File: config.mk
export PLATFORM = sky130hd
export DESIGN_NAME = adc_conversion_control
export DESIGN_NICKNAME = d
export VERILOG_FILES = /design/src/verilog/adc_ctrl_pkg.sv /design/src/verilog/sar_link_if.sv /design/src/verilog/adc_conversion_control.sv /design/src/verilog/input_sync.sv /design/src/verilog/sar_engine.sv
export SDC_FILE = /design/constraint.sdc
export NUM_CORES = 1
export LEC_CHECK = 0
export BUFFER_PORTS_ARGS = -buffer_cell sky130_fd_sc_hd__buf_2
export CAP_MARGIN = 20
export CORE_ASPECT_RATIO = 1.2
export CORE_MARGIN = 5
export CORE_UTILIZATION = 54
export CTS_CLUSTER_DIAMETER = 200
export DETAILED_ROUTE_END_ITERATION = 8
export PLACE_DENSITY_LB_ADDON = 0.1
export SLEW_MARGIN = 20
export SYNTH_ARGS = -nofsm -noshare
export SYNTH_HDL_FRONTEND = slang
export SYNTH_SLANG_ARGS = --single-unit
File: constraint.sdc
create_clock -name core_clk -period 2.7 [get_ports core_clk]
set_clock_uncertainty 0.05 [all_clocks]
set_input_delay 0.81 -clock core_clk [delete_from_list [all_inputs] [get_ports core_clk]]
set_output_delay 0.81 -clock core_clk [all_outputs]
set_load 0.02 [all_outputs]
File: src/verilog/adc_ctrl_pkg.sv
// Purpose: Shared constants and types of the converter control block.
// Assumes: APB with 32-bit data, one aligned word per register.
// Notes: The analog converter core sits outside this logic.
package adc_ctrl_pkg;

  // Register byte offsets.
  localparam logic [7:0] OFS_STATUS_CONTROL_ONE = 8'h00;
  localparam logic [7:0] OFS_STATUS_CONTROL_TWO = 8'h04;
  localparam logic [7:0] OFS_RESULT_HIGH = 8'h08;
  localparam logic [7:0] OFS_RESULT_LOW = 8'h0C;
  localparam logic [7:0] OFS_COMPARE_HIGH = 8'h10;
  localparam logic [7:0] OFS_COMPARE_LOW = 8'h14;

  // Field positions of status_control_one.
  localparam int DONE_BIT = 7;
  localparam int IRQ_EN_BIT = 6;
  localparam int CONT_BIT = 5;
  localparam int SEL_MSB = 4;
  localparam int SEL_LSB = 0;

  // Field positions of status_control_two.
  localparam int ACTIVE_BIT = 7;
  localparam int TRIG_BIT = 6;
  localparam int CMP_EN_BIT = 5;
  localparam int CMP_GE_BIT = 4;

  // Widths, codes and reset values.
  localparam int RES_W = 10;
  localparam int SEL_W = 5;
  localparam logic [4:0] SEL_OFF = 5'h1F;
  localparam logic [4:0] SEL_RESET = 5'h1F;
  localparam logic [9:0] RESULT_RESET = 10'h000;
  localparam logic [9:0] COMPARE_RESET = 10'h000;
  localparam logic [9:0] TRIAL_FIRST = 10'h200;
  localparam logic [3:0] BIT_FIRST = 4'h9;

  // Timing counts in core clock cycles.
  localparam logic [3:0] SAMPLE_CYCLES = 4'h8;
  localparam logic [3:0] BIT_CYCLES = 4'h4;

  typedef enum logic [1:0] {
    CTL_IDLE = 2'b01,
    CTL_BUSY = 2'b10
  } ctl_state_t;

  typedef enum logic [2:0] {
    SAR_IDLE = 3'b001,
    SAR_SAMPLE = 3'b010,
    SAR_TRIAL = 3'b100
  } sar_state_t;

endpackage : adc_ctrl_pkg

File: src/verilog/sar_link_if.sv
// Purpose: Carries start, abort and completion between control and engine.
// Assumes: One clock domain.
// Notes: Start and abort are one-cycle pulses; done is a one-cycle pulse.
`timescale 1ns/100ps
interface sar_link_if;
  logic start;
  logic abort;
  logic done;
  logic [9:0] result;
  modport ctrl (output start, output abort, input done, input result);
  modport engine (input start, input abort, output done, output result);
endinterface : sar_link_if
File: src/verilog/adc_conversion_control.sv
// Purpose: Register file and conversion sequencing of a 10-bit SAR converter.
// Assumes: APB slave, zero wait states; analog core outside.
// Notes: Operation
//
// Implementation choices: the register offsets and the APB register port.
`timescale 1ns/100ps
module adc_conversion_control
  import adc_ctrl_pkg::*;
(
  // Clock and reset.
  input wire logic core_clk,
  input wire logic arst_n,
  // APB slave.
  input wire logic psel,
  input wire logic penable,
  input wire logic pwrite,
  input wire logic [7:0] paddr,
  input wire logic [31:0] pwdata,
  output logic [31:0] prdata,
  output logic pready,
  output logic pslverr,
  // Hardware trigger and comparator pins.
  input wire logic hwTriggerIn,
  input wire logic cmpHigh,
  // Analog core control.
  output logic converterOn,
  output logic [4:0] inputSelect,
  output logic sampleEn,
  output logic [9:0] dacCode,
  // Conversion-complete request.
  output logic doneIrq
);
  import adc_ctrl_pkg::*;

  typedef struct packed {
    ctl_state_t st;
    logic doneFlag;
    logic irqEnable;
    logic contSelect;
    logic [4:0] inSel;
    logic trigSelect;
    logic cmpEnable;
    logic cmpGeSelect;
    logic [9:0] result;
    logic [9:0] cmpValue;
    logic powered;
    logic trigPrev;
    logic start;
    logic abort;
    logic irq;
    logic [31:0] rdata;
    logic ready;
    logic slverr;
  } ctl_regs_t;

  ctl_regs_t q;
  ctl_regs_t d;
  logic [1:0] pinSync;
  logic trigSync;
  logic cmpSync;

  sar_link_if link ();

  input_sync u_sync (
    .core_clk(core_clk),
    .arst_n(arst_n),
    .pinIn({cmpHigh, hwTriggerIn}),
    .pinSync(pinSync)
  );

  assign trigSync = pinSync[0];
  assign cmpSync = pinSync[1];

  sar_engine u_engine (
    .core_clk(core_clk),
    .arst_n(arst_n),
    .link(link),
    .cmpHigh(cmpSync),
    .sampleEn(sampleEn),
    .dacCode(dacCode)
  );

  function automatic logic addrMapped(input logic [7:0] a);
    addrMapped = (a == OFS_STATUS_CONTROL_ONE) || (a == OFS_STATUS_CONTROL_TWO) ||
                 (a == OFS_RESULT_HIGH) || (a == OFS_RESULT_LOW) ||
                 (a == OFS_COMPARE_HIGH) || (a == OFS_COMPARE_LOW);
  endfunction : addrMapped

  function automatic logic compareTrue(input logic [9:0] res, input logic [9:0] cmp, input logic ge);
    compareTrue = ge ? (res >= cmp) : (res < cmp);
  endfunction : compareTrue

  function automatic logic [31:0] readMux(input ctl_regs_t r, input logic [7:0] a);
    logic [7:0] b;
    b = 8'h00;
    unique case (a)
      OFS_STATUS_CONTROL_ONE: begin
        b[DONE_BIT] = r.doneFlag;
        b[IRQ_EN_BIT] = r.irqEnable;
        b[CONT_BIT] = r.contSelect;
        b[SEL_MSB:SEL_LSB] = r.inSel;
      end
      OFS_STATUS_CONTROL_TWO: begin
        b[ACTIVE_BIT] = (r.st == CTL_BUSY);
        b[TRIG_BIT] = r.trigSelect;
        b[CMP_EN_BIT] = r.cmpEnable;
        b[CMP_GE_BIT] = r.cmpGeSelect;
      end
      OFS_RESULT_HIGH: begin
        b = {6'h00, r.result[9:8]};
      end
      OFS_RESULT_LOW: begin
        b = r.result[7:0];
      end
      OFS_COMPARE_HIGH: begin
        b = {6'h00, r.cmpValue[9:8]};
      end
      OFS_COMPARE_LOW: begin
        b = r.cmpValue[7:0];
      end
      default: begin
        b = 8'h00;
      end
    endcase
    readMux = {24'h000000, b};
  endfunction : readMux

  logic setupPhase;
  logic accessDone;
  logic wrAccess;
  logic rdAccess;
  logic trigRise;
  logic doneSet;
  logic doneClear;
  logic hit;

  always_comb begin
    d = q;
    d.start = 1'b0;
    d.abort = 1'b0;
    d.ready = 1'b0;
    d.slverr = 1'b0;
    d.trigPrev = trigSync;
    setupPhase = psel && !penable;
    accessDone = psel && penable && q.ready;
    wrAccess = accessDone && pwrite;
    rdAccess = accessDone && !pwrite;
    trigRise = trigSync && !q.trigPrev;
    doneSet = 1'b0;
    doneClear = 1'b0;
    hit = 1'b0;

    // Bus answer is prepared in the setup cycle.
    if (setupPhase) begin
      d.ready = 1'b1;
      d.rdata = readMux(q, paddr);
      d.slverr = !addrMapped(paddr);
    end

    // Conversion end from the engine.
    if (link.done && q.st == CTL_BUSY) begin
      hit = !q.cmpEnable || compareTrue(link.result, q.cmpValue, q.cmpGeSelect);
      if (hit) begin
        doneSet = 1'b1;
        d.result = link.result;
      end
      if (q.contSelect && q.inSel != SEL_OFF) begin
        d.start = 1'b1;
      end else begin
        d.st = CTL_IDLE;
        d.powered = 1'b0;
      end
    end

    if (q.trigSelect && trigRise && q.st == CTL_IDLE && q.inSel != SEL_OFF) begin
      d.start = 1'b1;
      d.st = CTL_BUSY;
      d.powered = 1'b1;
    end

    if (wrAccess) begin
      unique case (paddr)
        OFS_STATUS_CONTROL_ONE: begin
          d.irqEnable = pwdata[IRQ_EN_BIT];
          d.contSelect = pwdata[CONT_BIT];
          d.inSel = pwdata[SEL_MSB:SEL_LSB];
          doneClear = 1'b1;
          d.abort = (q.st == CTL_BUSY) || d.start;
          d.start = 1'b0;
          d.st = CTL_IDLE;
          if (pwdata[SEL_MSB:SEL_LSB] == SEL_OFF) begin
            d.powered = 1'b0;
          end else begin
            d.powered = 1'b1;
            if (!q.trigSelect) begin
              d.start = 1'b1;
              d.st = CTL_BUSY;
            end else begin
              d.powered = 1'b0;
            end
          end
        end
        OFS_STATUS_CONTROL_TWO: begin
          d.trigSelect = pwdata[TRIG_BIT];
          d.cmpEnable = pwdata[CMP_EN_BIT];
          d.cmpGeSelect = pwdata[CMP_GE_BIT];
        end
        OFS_COMPARE_HIGH: begin
          d.cmpValue[9:8] = pwdata[1:0];
        end
        OFS_COMPARE_LOW: begin
          d.cmpValue[7:0] = pwdata[7:0];
        end
        default: begin
        end
      endcase
    end

    if (rdAccess && paddr == OFS_RESULT_LOW) begin
      doneClear = 1'b1;
    end

    // Hardware set wins over a clear in the same cycle.
    d.doneFlag = (q.doneFlag && !doneClear) || doneSet;

    d.irq = d.doneFlag && d.irqEnable;
  end

  always_ff @(posedge core_clk or negedge arst_n) begin
    if (!arst_n) begin
      q <= '{st: CTL_IDLE, doneFlag: 1'b0, irqEnable: 1'b0, contSelect: 1'b0, inSel: SEL_RESET,
             trigSelect: 1'b0, cmpEnable: 1'b0, cmpGeSelect: 1'b0, result: RESULT_RESET,
             cmpValue: COMPARE_RESET, powered: 1'b0, trigPrev: 1'b0, start: 1'b0, abort: 1'b0,
             irq: 1'b0, rdata: 32'h00000000, ready: 1'b0, slverr: 1'b0};
    end else begin
      q <= d;
    end
  end

  assign link.start = q.start;
  assign link.abort = q.abort;
  assign prdata = q.rdata;
  assign pready = q.ready;
  assign pslverr = q.slverr;
  assign converterOn = q.powered;
  assign inputSelect = q.inSel;
  assign doneIrq = q.irq;
endmodule : adc_conversion_control

File: src/verilog/input_sync.sv
// Purpose: Two-flop synchroniser for the trigger and comparator pins.
// Assumes: Inputs are asynchronous to core_clk.
// Notes: Only the second stage leaves this module.
`timescale 1ns/100ps
module input_sync (
  // Clock and reset.
  input wire logic core_clk,
  input wire logic arst_n,
  // Pins and synchronised levels.
  input wire logic [1:0] pinIn,
  output logic [1:0] pinSync
);
  typedef struct packed {
    logic [1:0] first;
    logic [1:0] second;
  } sync_regs_t;

  sync_regs_t q;
  sync_regs_t d;

  always_comb begin
    d.first = pinIn;
    d.second = q.first;
  end

  always_ff @(posedge core_clk or negedge arst_n) begin
    if (!arst_n) begin
      q <= '0;
    end else begin
      q <= d;
    end
  end

  assign pinSync = q.second;
endmodule : input_sync

File: src/verilog/sar_engine.sv
// Purpose: Successive-approximation sequencer: sample, then ten bit trials.
// Assumes: Comparator is high when the input is at or above the DAC level.
// Notes: An abort or a new start drops any trial in progress.
`timescale 1ns/100ps
module sar_engine
  import adc_ctrl_pkg::*;
(
  // Clock and reset.
  input wire logic core_clk,
  input wire logic arst_n,
  // Control link.
  sar_link_if.engine link,
  // Analog side.
  input wire logic cmpHigh,
  output logic sampleEn,
  output logic [9:0] dacCode
);
  typedef struct packed {
    sar_state_t st;
    logic [3:0] cnt;
    logic [3:0] bitIdx;
    logic [9:0] trial;
    logic [9:0] result;
    logic done;
    logic sample;
  } sar_regs_t;

  sar_regs_t q;
  sar_regs_t d;

  always_comb begin
    d = q;
    d.done = 1'b0;
    unique case (q.st)
      SAR_IDLE: begin
        d.sample = 1'b0;
      end
      SAR_SAMPLE: begin
        if (q.cnt == 4'h0) begin
          d.st = SAR_TRIAL;
          d.sample = 1'b0;
          d.bitIdx = BIT_FIRST;
          d.trial = TRIAL_FIRST;
          d.cnt = BIT_CYCLES - 4'h1;
        end else begin
          d.cnt = q.cnt - 4'h1;
        end
      end
      SAR_TRIAL: begin
        if (q.cnt == 4'h0) begin
          if (!cmpHigh) begin
            d.trial[q.bitIdx] = 1'b0;
          end
          if (q.bitIdx == 4'h0) begin
            d.st = SAR_IDLE;
            d.done = 1'b1;
            d.result = d.trial;
          end else begin
            d.bitIdx = q.bitIdx - 4'h1;
            d.trial[q.bitIdx - 4'h1] = 1'b1;
            d.cnt = BIT_CYCLES - 4'h1;
          end
        end else begin
          d.cnt = q.cnt - 4'h1;
        end
      end
    endcase
    if (link.abort) begin
      d.st = SAR_IDLE;
      d.sample = 1'b0;
      d.done = 1'b0;
    end
    if (link.start) begin
      d.st = SAR_SAMPLE;
      d.sample = 1'b1;
      d.cnt = SAMPLE_CYCLES - 4'h1;
      d.trial = '0;
      d.done = 1'b0;
    end
  end

  always_ff @(posedge core_clk or negedge arst_n) begin
    if (!arst_n) begin
      q <= '{st: SAR_IDLE, cnt: 4'h0, bitIdx: 4'h0, trial: 10'h000, result: RESULT_RESET, done: 1'b0, sample: 1'b0};
    end else begin
      q <= d;
    end
  end

  assign link.done = q.done;
  assign link.result = q.result;
  assign sampleEn = q.sample;
  assign dacCode = q.trial;
endmodule : sar_engine

=== Yosys cells after proc, flatten, opt, wreduce, memory -nomap -nowiden ===
Cells that the tools add are included.

* Multiplexer cells: 56
* Magnitude comparators: 6
* Reductions and logical operators: 48
* Bitwise gates (word level): 3
* Eq/ne operators: 21
* Add/sub/neg operators: 2

{| class="wikitable"
|+ Operator list
! operator !! count
|-
| $mux W10 || 5
|-
| $pmux W21 S2 || 1
|-
| $mux W25 || 1
|-
| $mux W2 || 12
|-
| $mux W1 || 20
|-
| $pmux W4 S5 || 1
|-
| $mux W18 || 1
|-
| $eq A8 B4 Y1 const B || 2
|-
| $eq A8 B5 Y1 const B || 2
|-
| $logic_and A1 B1 Y1 || 16
|-
| $pmux W4 S4 || 1
|-
| $mux W3 || 5
|-
| $mux W14 || 1
|-
| $mux W7 || 2
|-
| $reduce_and A2 Y1 || 7
|-
| $ne A4 B3 Y1 const B || 3
|-
| $mux W11 || 1
|-
| $and A10 B10 Y10 || 1
|-
| $ge A10 B10 Y1 || 1
|-
| $lt A10 B10 Y1 || 1
|-
| $lt A4 B5 Y1 const B || 2
|-
| $not A10 Y10 || 1
|-
| $or A10 B10 Y10 || 1
|-
| $demux W1 S4 || 2
|-
| other kinds (25) || 46
|}

* Logic and storage cells: 164
* Output and inout port bits: 52
* Register bits after elaboration: 85
* Input bits: 47

=== Longest topological paths before layout ===
* Depth in word-level cells: 15
* Depth in mapped cells: 9
* Gate-level depth less buffers: 8

=== Hierarchy ===
From an unflattened synthesis, not the netlist that was laid out.

* Cell total of the unflattened synthesis: 482
* Area, all modules: 4,737.0 um2

{| class="wikitable"
|+ Modules (own cells, without submodules)
! module !! area an instance (um2) !! cells each !! times used !! seq. area each (um2)
|-
| adc_conversion_control || 2,802.7 || 273 || 1 || 1,208.7
|-
| sar_engine || 1,834.3 || 205 || 1 || 827.0
|-
| input_sync || 100.1 || 4 || 1 || 100.1
|}

=== Worst setup path after synthesis ===
No wires, ideal clock.

* Path type: input to register
* Start point: input paddr[1]
* End point: register q[39] (netlist name)
* Required time: 2,525 ps
* Path slack: 294 ps
* Data arrival time: 2,231 ps
* Buffers on the path: 2
* Stages on the path: 7
* Library setup time: 125 ps
* Path through: or2_2 > clkbuf_1 > and4bb_2 > and2_1 > buf_4 > nand2_2 > mux2_2

* Cells in the longest elaborated chain, start to end: 2

{| class="wikitable"
|+ Ends and longest elaborated chain
! element !! RTL line !! RTL
|-
| start: declaration || adc_conversion_control.sv:17 || <nowiki>input wire logic [7:0] paddr,</nowiki>
|-
| $eq A8 B5 Y1 || adc_conversion_control.sv:182 || <nowiki>unique case (paddr)</nowiki>
|-
| $reduce_and A2 Y1 (no line) || n/a ||
|-
| end signal: assignment || adc_conversion_control.sv:231 || <nowiki>q <= '{st: CTL_IDLE, doneFlag: 1'b0, irqEnable: 1'b0, contSelect: 1'b0, inSel: SEL_RESET,</nowiki>
|-
| end: declaration || adc_conversion_control.sv:56 || <nowiki>ctl_regs_t q;</nowiki>
|}

Every way passes these cells.
A chain may end at the register's enable or synchronous reset.

=== Worst setup path after layout ===
* Start point: register u_engine.q[26] (netlist name)
* End point: register u_engine.q, in the netlist u_engine.dacCode[7]

* Cells in the longest elaborated chain, start to end: 3
* Elaborated cells between the ends (all ways): 4
* Classes of those cells: eq/ne: 2; reduce/logical: 2

{| class="wikitable"
|+ Ends and longest elaborated chain
! element !! RTL line !! RTL
|-
| start: declaration || sar_engine.sv:28 || <nowiki>sar_regs_t q;</nowiki>
|-
| start signal: assignment || sar_engine.sv:84 || <nowiki>q <= '{st: SAR_IDLE, cnt: 4'h0, bitIdx: 4'h0, trial: 10'h000, result: RESULT_RESET, done: 1'b0, sample: 1'b0};</nowiki>
|-
| $logic_not A4 Y1 (*) || sar_engine.sv:39, sar_engine.sv:50 ||
|-
| $ne A3 B2 Y1 (no line) || n/a ||
|-
| $reduce_and A3 Y1 (no line) (*) || n/a ||
|}

Mark *: on every way between the ends. The rest lies on a longest branch, timed or not.

==> impl_metrics.csv <==
group,metric,value,unit
power_and_ir_drop,cell_internal_pwr,0.002278,W
timing,finalCriticalPeriod,2.513,ns
synth,synth.mux.area_fraction,8.294,%
critical_path,timing.critical_path.slowest_cell_delay,0.51,ns
power_and_ir_drop,clkPwrFrac,25.5,%
synth,post_synth_xor_area_fraction,0,%
grt,grt_use_total,19.46,%
critical_path,cp.arrival,2.67,ns
power_and_ir_drop,combPwrFrac,26.1,%
synth,ys.flop_type,"dfrtp_1",
power_and_ir_drop,power.leakage,2.313,nW
synth,proportion_of_synthesized_chip_area_in_sequential_cells,47.83,%
grt,grt_pass1_vias,3208,
cells_and_area,final_net_count,535,
grt,global_route.overflow_total,0,
cells_and_area,fill_cells,727,
clock_network,worst_setup_hold_path_clk_slew,0.08,ns
timing,worst_hold_slack,0.3086,ns
synth,post_synth.cell_area_avg,10.20,µm²
drt,via_count,3190,
place,portBuffers,50,
clock_network,worst_skew_pair.late_latency,0.35,ns
timing,report.final.setup_viol,0,
synth,main_combinational_cell_family_by_area_after_synthesis,"simple AND/OR/NAND/NOR gates",
synth,synth-async-reset-ratio,100.0,%
synth,synth_area,4466,µm²
drt,route.detailed.drc,0,
power_and_ir_drop,pwr-share-seq,48.4,%
timing,tightest_slew,0.9788,ns
critical_path,critPathCaptureType,"flop",
cells_and_area,layout.area.seq,2136,µm²
synth,synth.ff_latch_count,85,
clock_network,ctsRootBufferMaster,"clkbuf_8",
cells_and_area,layout.core_utilization,59.57,%
critical_path,setup.worst_path.start_class,"flop",
job,drv_cap,0,
synth,post_synth_fa_ha_maj_area_fraction,3.362,%
floorplanning,io_pins,99,
floorplanning,fp.dieH,109.6,µm
clock_network,cts_made_buffers,9,
cells_and_area,area_delta_synth_final,8.153,%
clock_network,cts-htree-levels,3,
floorplanning,initial_core_util,55.08,%
floorplanning,fp-row-count,36,
drt,ant_nets,0,
cells_and_area,multiInputGateArea,1939,µm²
power_and_ir_drop,power.share.switching,35.29,%
timing,maxSlewViolCount,0,
drt,drtPass1Iterations,4,
critical_path,crit_chain,"inv_1, ha_1, or3b_4, or3b_2, nor2_4, nor3_1, o21ai_0, o41ai_1",
place,place_worst_setup_slack,-0.02078,ns
run_status,status,"finished, final reports clean",
floorplanning,floorplan.die.width,93.02,µm
grt,grt_first_pass_wirelength,15570,µm
power_and_ir_drop,power_density,728.8,nW/µm²
drt,post_drt_wl_per_cell,15.98,µm
timing,setup_tns,0,ns
power_and_ir_drop,vdd_ir_drop_max,0.4461,mV
critical_path,critical_path_required,2.86,ns
timing,final_worst_slack,0.1874,ns
critical_path,reg2reg_setup_slack,0.19,ns
synth,syn-instance-count,438,
clock_network,cts_setup_buffers,0,
critical_path,worst-setup-path-type,"reg2reg",
hold_path,timing.hold.worst.class,"reg2reg",
cells_and_area,post_route_cells_drive_above_1_share,27.44,%
place,placed_area,4628,µm²
floorplanning,floorplan.core_area,8108,µm²
drt,route.detailed.vias_per_inst,5.538,
critical_path,critical_path_fanout_max,9,
timing,timing.slew.headroom,34.25,%
synth,yosysUniqueCellTypes,53,
cells_and_area,mostFrequentLayoutCell,"dfrtp_1",
cells_and_area,finalInstanceArea,4830,µm²
power_and_ir_drop,netSwitchingPower,0.001242,W
synth,yosys.area_share.simple,15.52,%
place,place_congestion,0.8814,
timing,final-hold-violation-count,0,
place,place_hpwl,6996,µm
clock_network,max_clock_buf_depth,2,
cells_and_area,diodes,0,
synth,synth_edf_count,0,
timing,fmax,398.0,MHz
grt,grt_max_degree,47,
critical_path,cpMaxStageDelayCell,"or3b_2",
timing,setup_repair_after_global_routing_missed_its_margin,"yes",
synth,synth_warnings,0,
clock_network,clock_sink_count,85,
cells_and_area,final_cell_mix,"dfrtp_1 (78), buf_2 (49), nand2_1 (34), mux2_2 (31), nor2_1 (29)",
floorplanning,design.die.area,10200,µm²
synth,synth_compound_area_share,14.23,%
drt,drt-initial-drc-count,94,
grt,grt_antenna_before_repair,0,
drt,totalWireLength,9202,µm
timing,final.period_utilization,93.06,%
clock_network,tritoncts,"yes",
## power groups by stage
stage | combinational [W] | sequential, W | clock, W
2_1_floorplan | 0.000807 | 0.00163 | 0
3_3_place_gp | 0.000902 | 0.00172 | 0
3_5_place_dp | 0.000922 | 0.00173 | 0
4_1_cts | 0.000929 | 0.00170 | 0.000931
5_1_grt | 0.00104 | 0.00174 | 0.000979
6_report | 0.000918 | 0.00170 | 0.000898
## metrics by stage
stage,instances,total power [W]
finish,576,0.003520
global route,576,0.003760
CTS,576,0.003563
detailed placement,560,0.002648
global placement,560,0.002619
floorplan,461,0.002442
## path summary, 6_finish.rpt
| path | start | end | cells past startpoint |
|---|---|---|---|
| worst max-delay path | u_engine.q[26]$_DFFE_PN0P_ | u_engine.dacCode[7]$_DFFE_PN0P_ | 8 |
| max in group asynchronous | arst_n | u_engine.q[30]$_DFFE_PN1P_ | 2 |
| worst max register to register | u_engine.q[26]$_DFFE_PN0P_ | u_engine.dacCode[7]$_DFFE_PN0P_ | 8 |
| worst min-delay path | u_sync.d[0]$_DFF_PN0_ | u_sync.pinSync[0]$_DFF_PN0_ | 0 |
| min in group asynchronous | arst_n | prdata[0]$_DFFE_PN0P_ | 1 |
| worst min register to register | u_sync.d[0]$_DFF_PN0_ | u_sync.pinSync[0]$_DFF_PN0_ | 0 |
## timing repair
action	in CTS	in global routing
hold buffers	0	0
resized for setup	0	0
setup endpoints to repair	0	1
## kinds of logic (layout without fill, tap and decap cells)
kind of cell / count (synthesis) / count (layout)
multiplexers: 33 / 33
AND/OR/NAND/NOR: 128 / 128
AO/OA/AOI/OAI: 101 / 101
adder cells (fa/ha/maj): 12 / 12
flip-flops: 85 / 85
buffers and inverters: 78 / 98
other: 1 / 24
## per-layer routing
layer	part of all wire, %	track usage, %	wire length [µm]
met4	2.9	9.005	269
met2	50	33.40	4595
met3	4.7	2.943	429
met5	0	0	0
met1	42	24.25	3908
## flip-flops by register name (all words and copies together) (netlist names), 2 cells and up
| name | cells |
|---|---|
| u_sync.pinSync | 2 |
| inputSelect | 5 |
| u_engine.dacCode | 10 |
| q | 29 |
| prdata | 8 |
| u_engine.q | 11 |
| u_engine.link.result | 10 |
| u_sync.d | 2 |
## worst max-delay path, delay by kind of cell, from the launching register on
family	cells	cell delay, ns
DFF	1	0.38
AOI/OAI and AO/OA	2	0.33
buffers and inverters	1	0.12
adders and majority gates	1	0.19
and+or+nand+nor	4	1.30
## synthesized netlist by cell type (5+ instances only)
| library cell | count | share of area, % |
|---|---|---|
| a21oi_1 | 28 | 3.1 |
| a22oi_1 | 11 | 1.8 |
| a31oi_1 | 7 | 0.98 |
| buf_4 | 49 | 8.2 |
| clkbuf_1 | 10 | 0.84 |
| dfrtp_1 | 78 | 44 |
| dfstp_2 | 7 | 4.1 |
| ha_1 | 12 | 3.4 |
| inv_1 | 19 | 1.6 |
| mux2_2 | 31 | 7.8 |
| nand2_1 | 34 | 2.9 |
| nand2b_1 | 12 | 1.7 |
| nand3_1 | 7 | 0.78 |
| nor2_1 | 29 | 2.4 |
| nor3_1 | 10 | 1.1 |
| o21ai_0 | 27 | 3.0 |
| o31ai_1 | 5 | 0.84 |
| or3_1 | 5 | 0.70 |
## layout make-up
cell class	instances	share of cell area (%)
flip-flops and latches	85	44.22
multi-input cells	298	40.16
repair buffers	63	7.513
clock buffers	11	2.927
well taps	95	2.461
inverters	19	1.477
clock inverters	5	1.244
No activity file was read; power rests on OpenSTA's default activity.
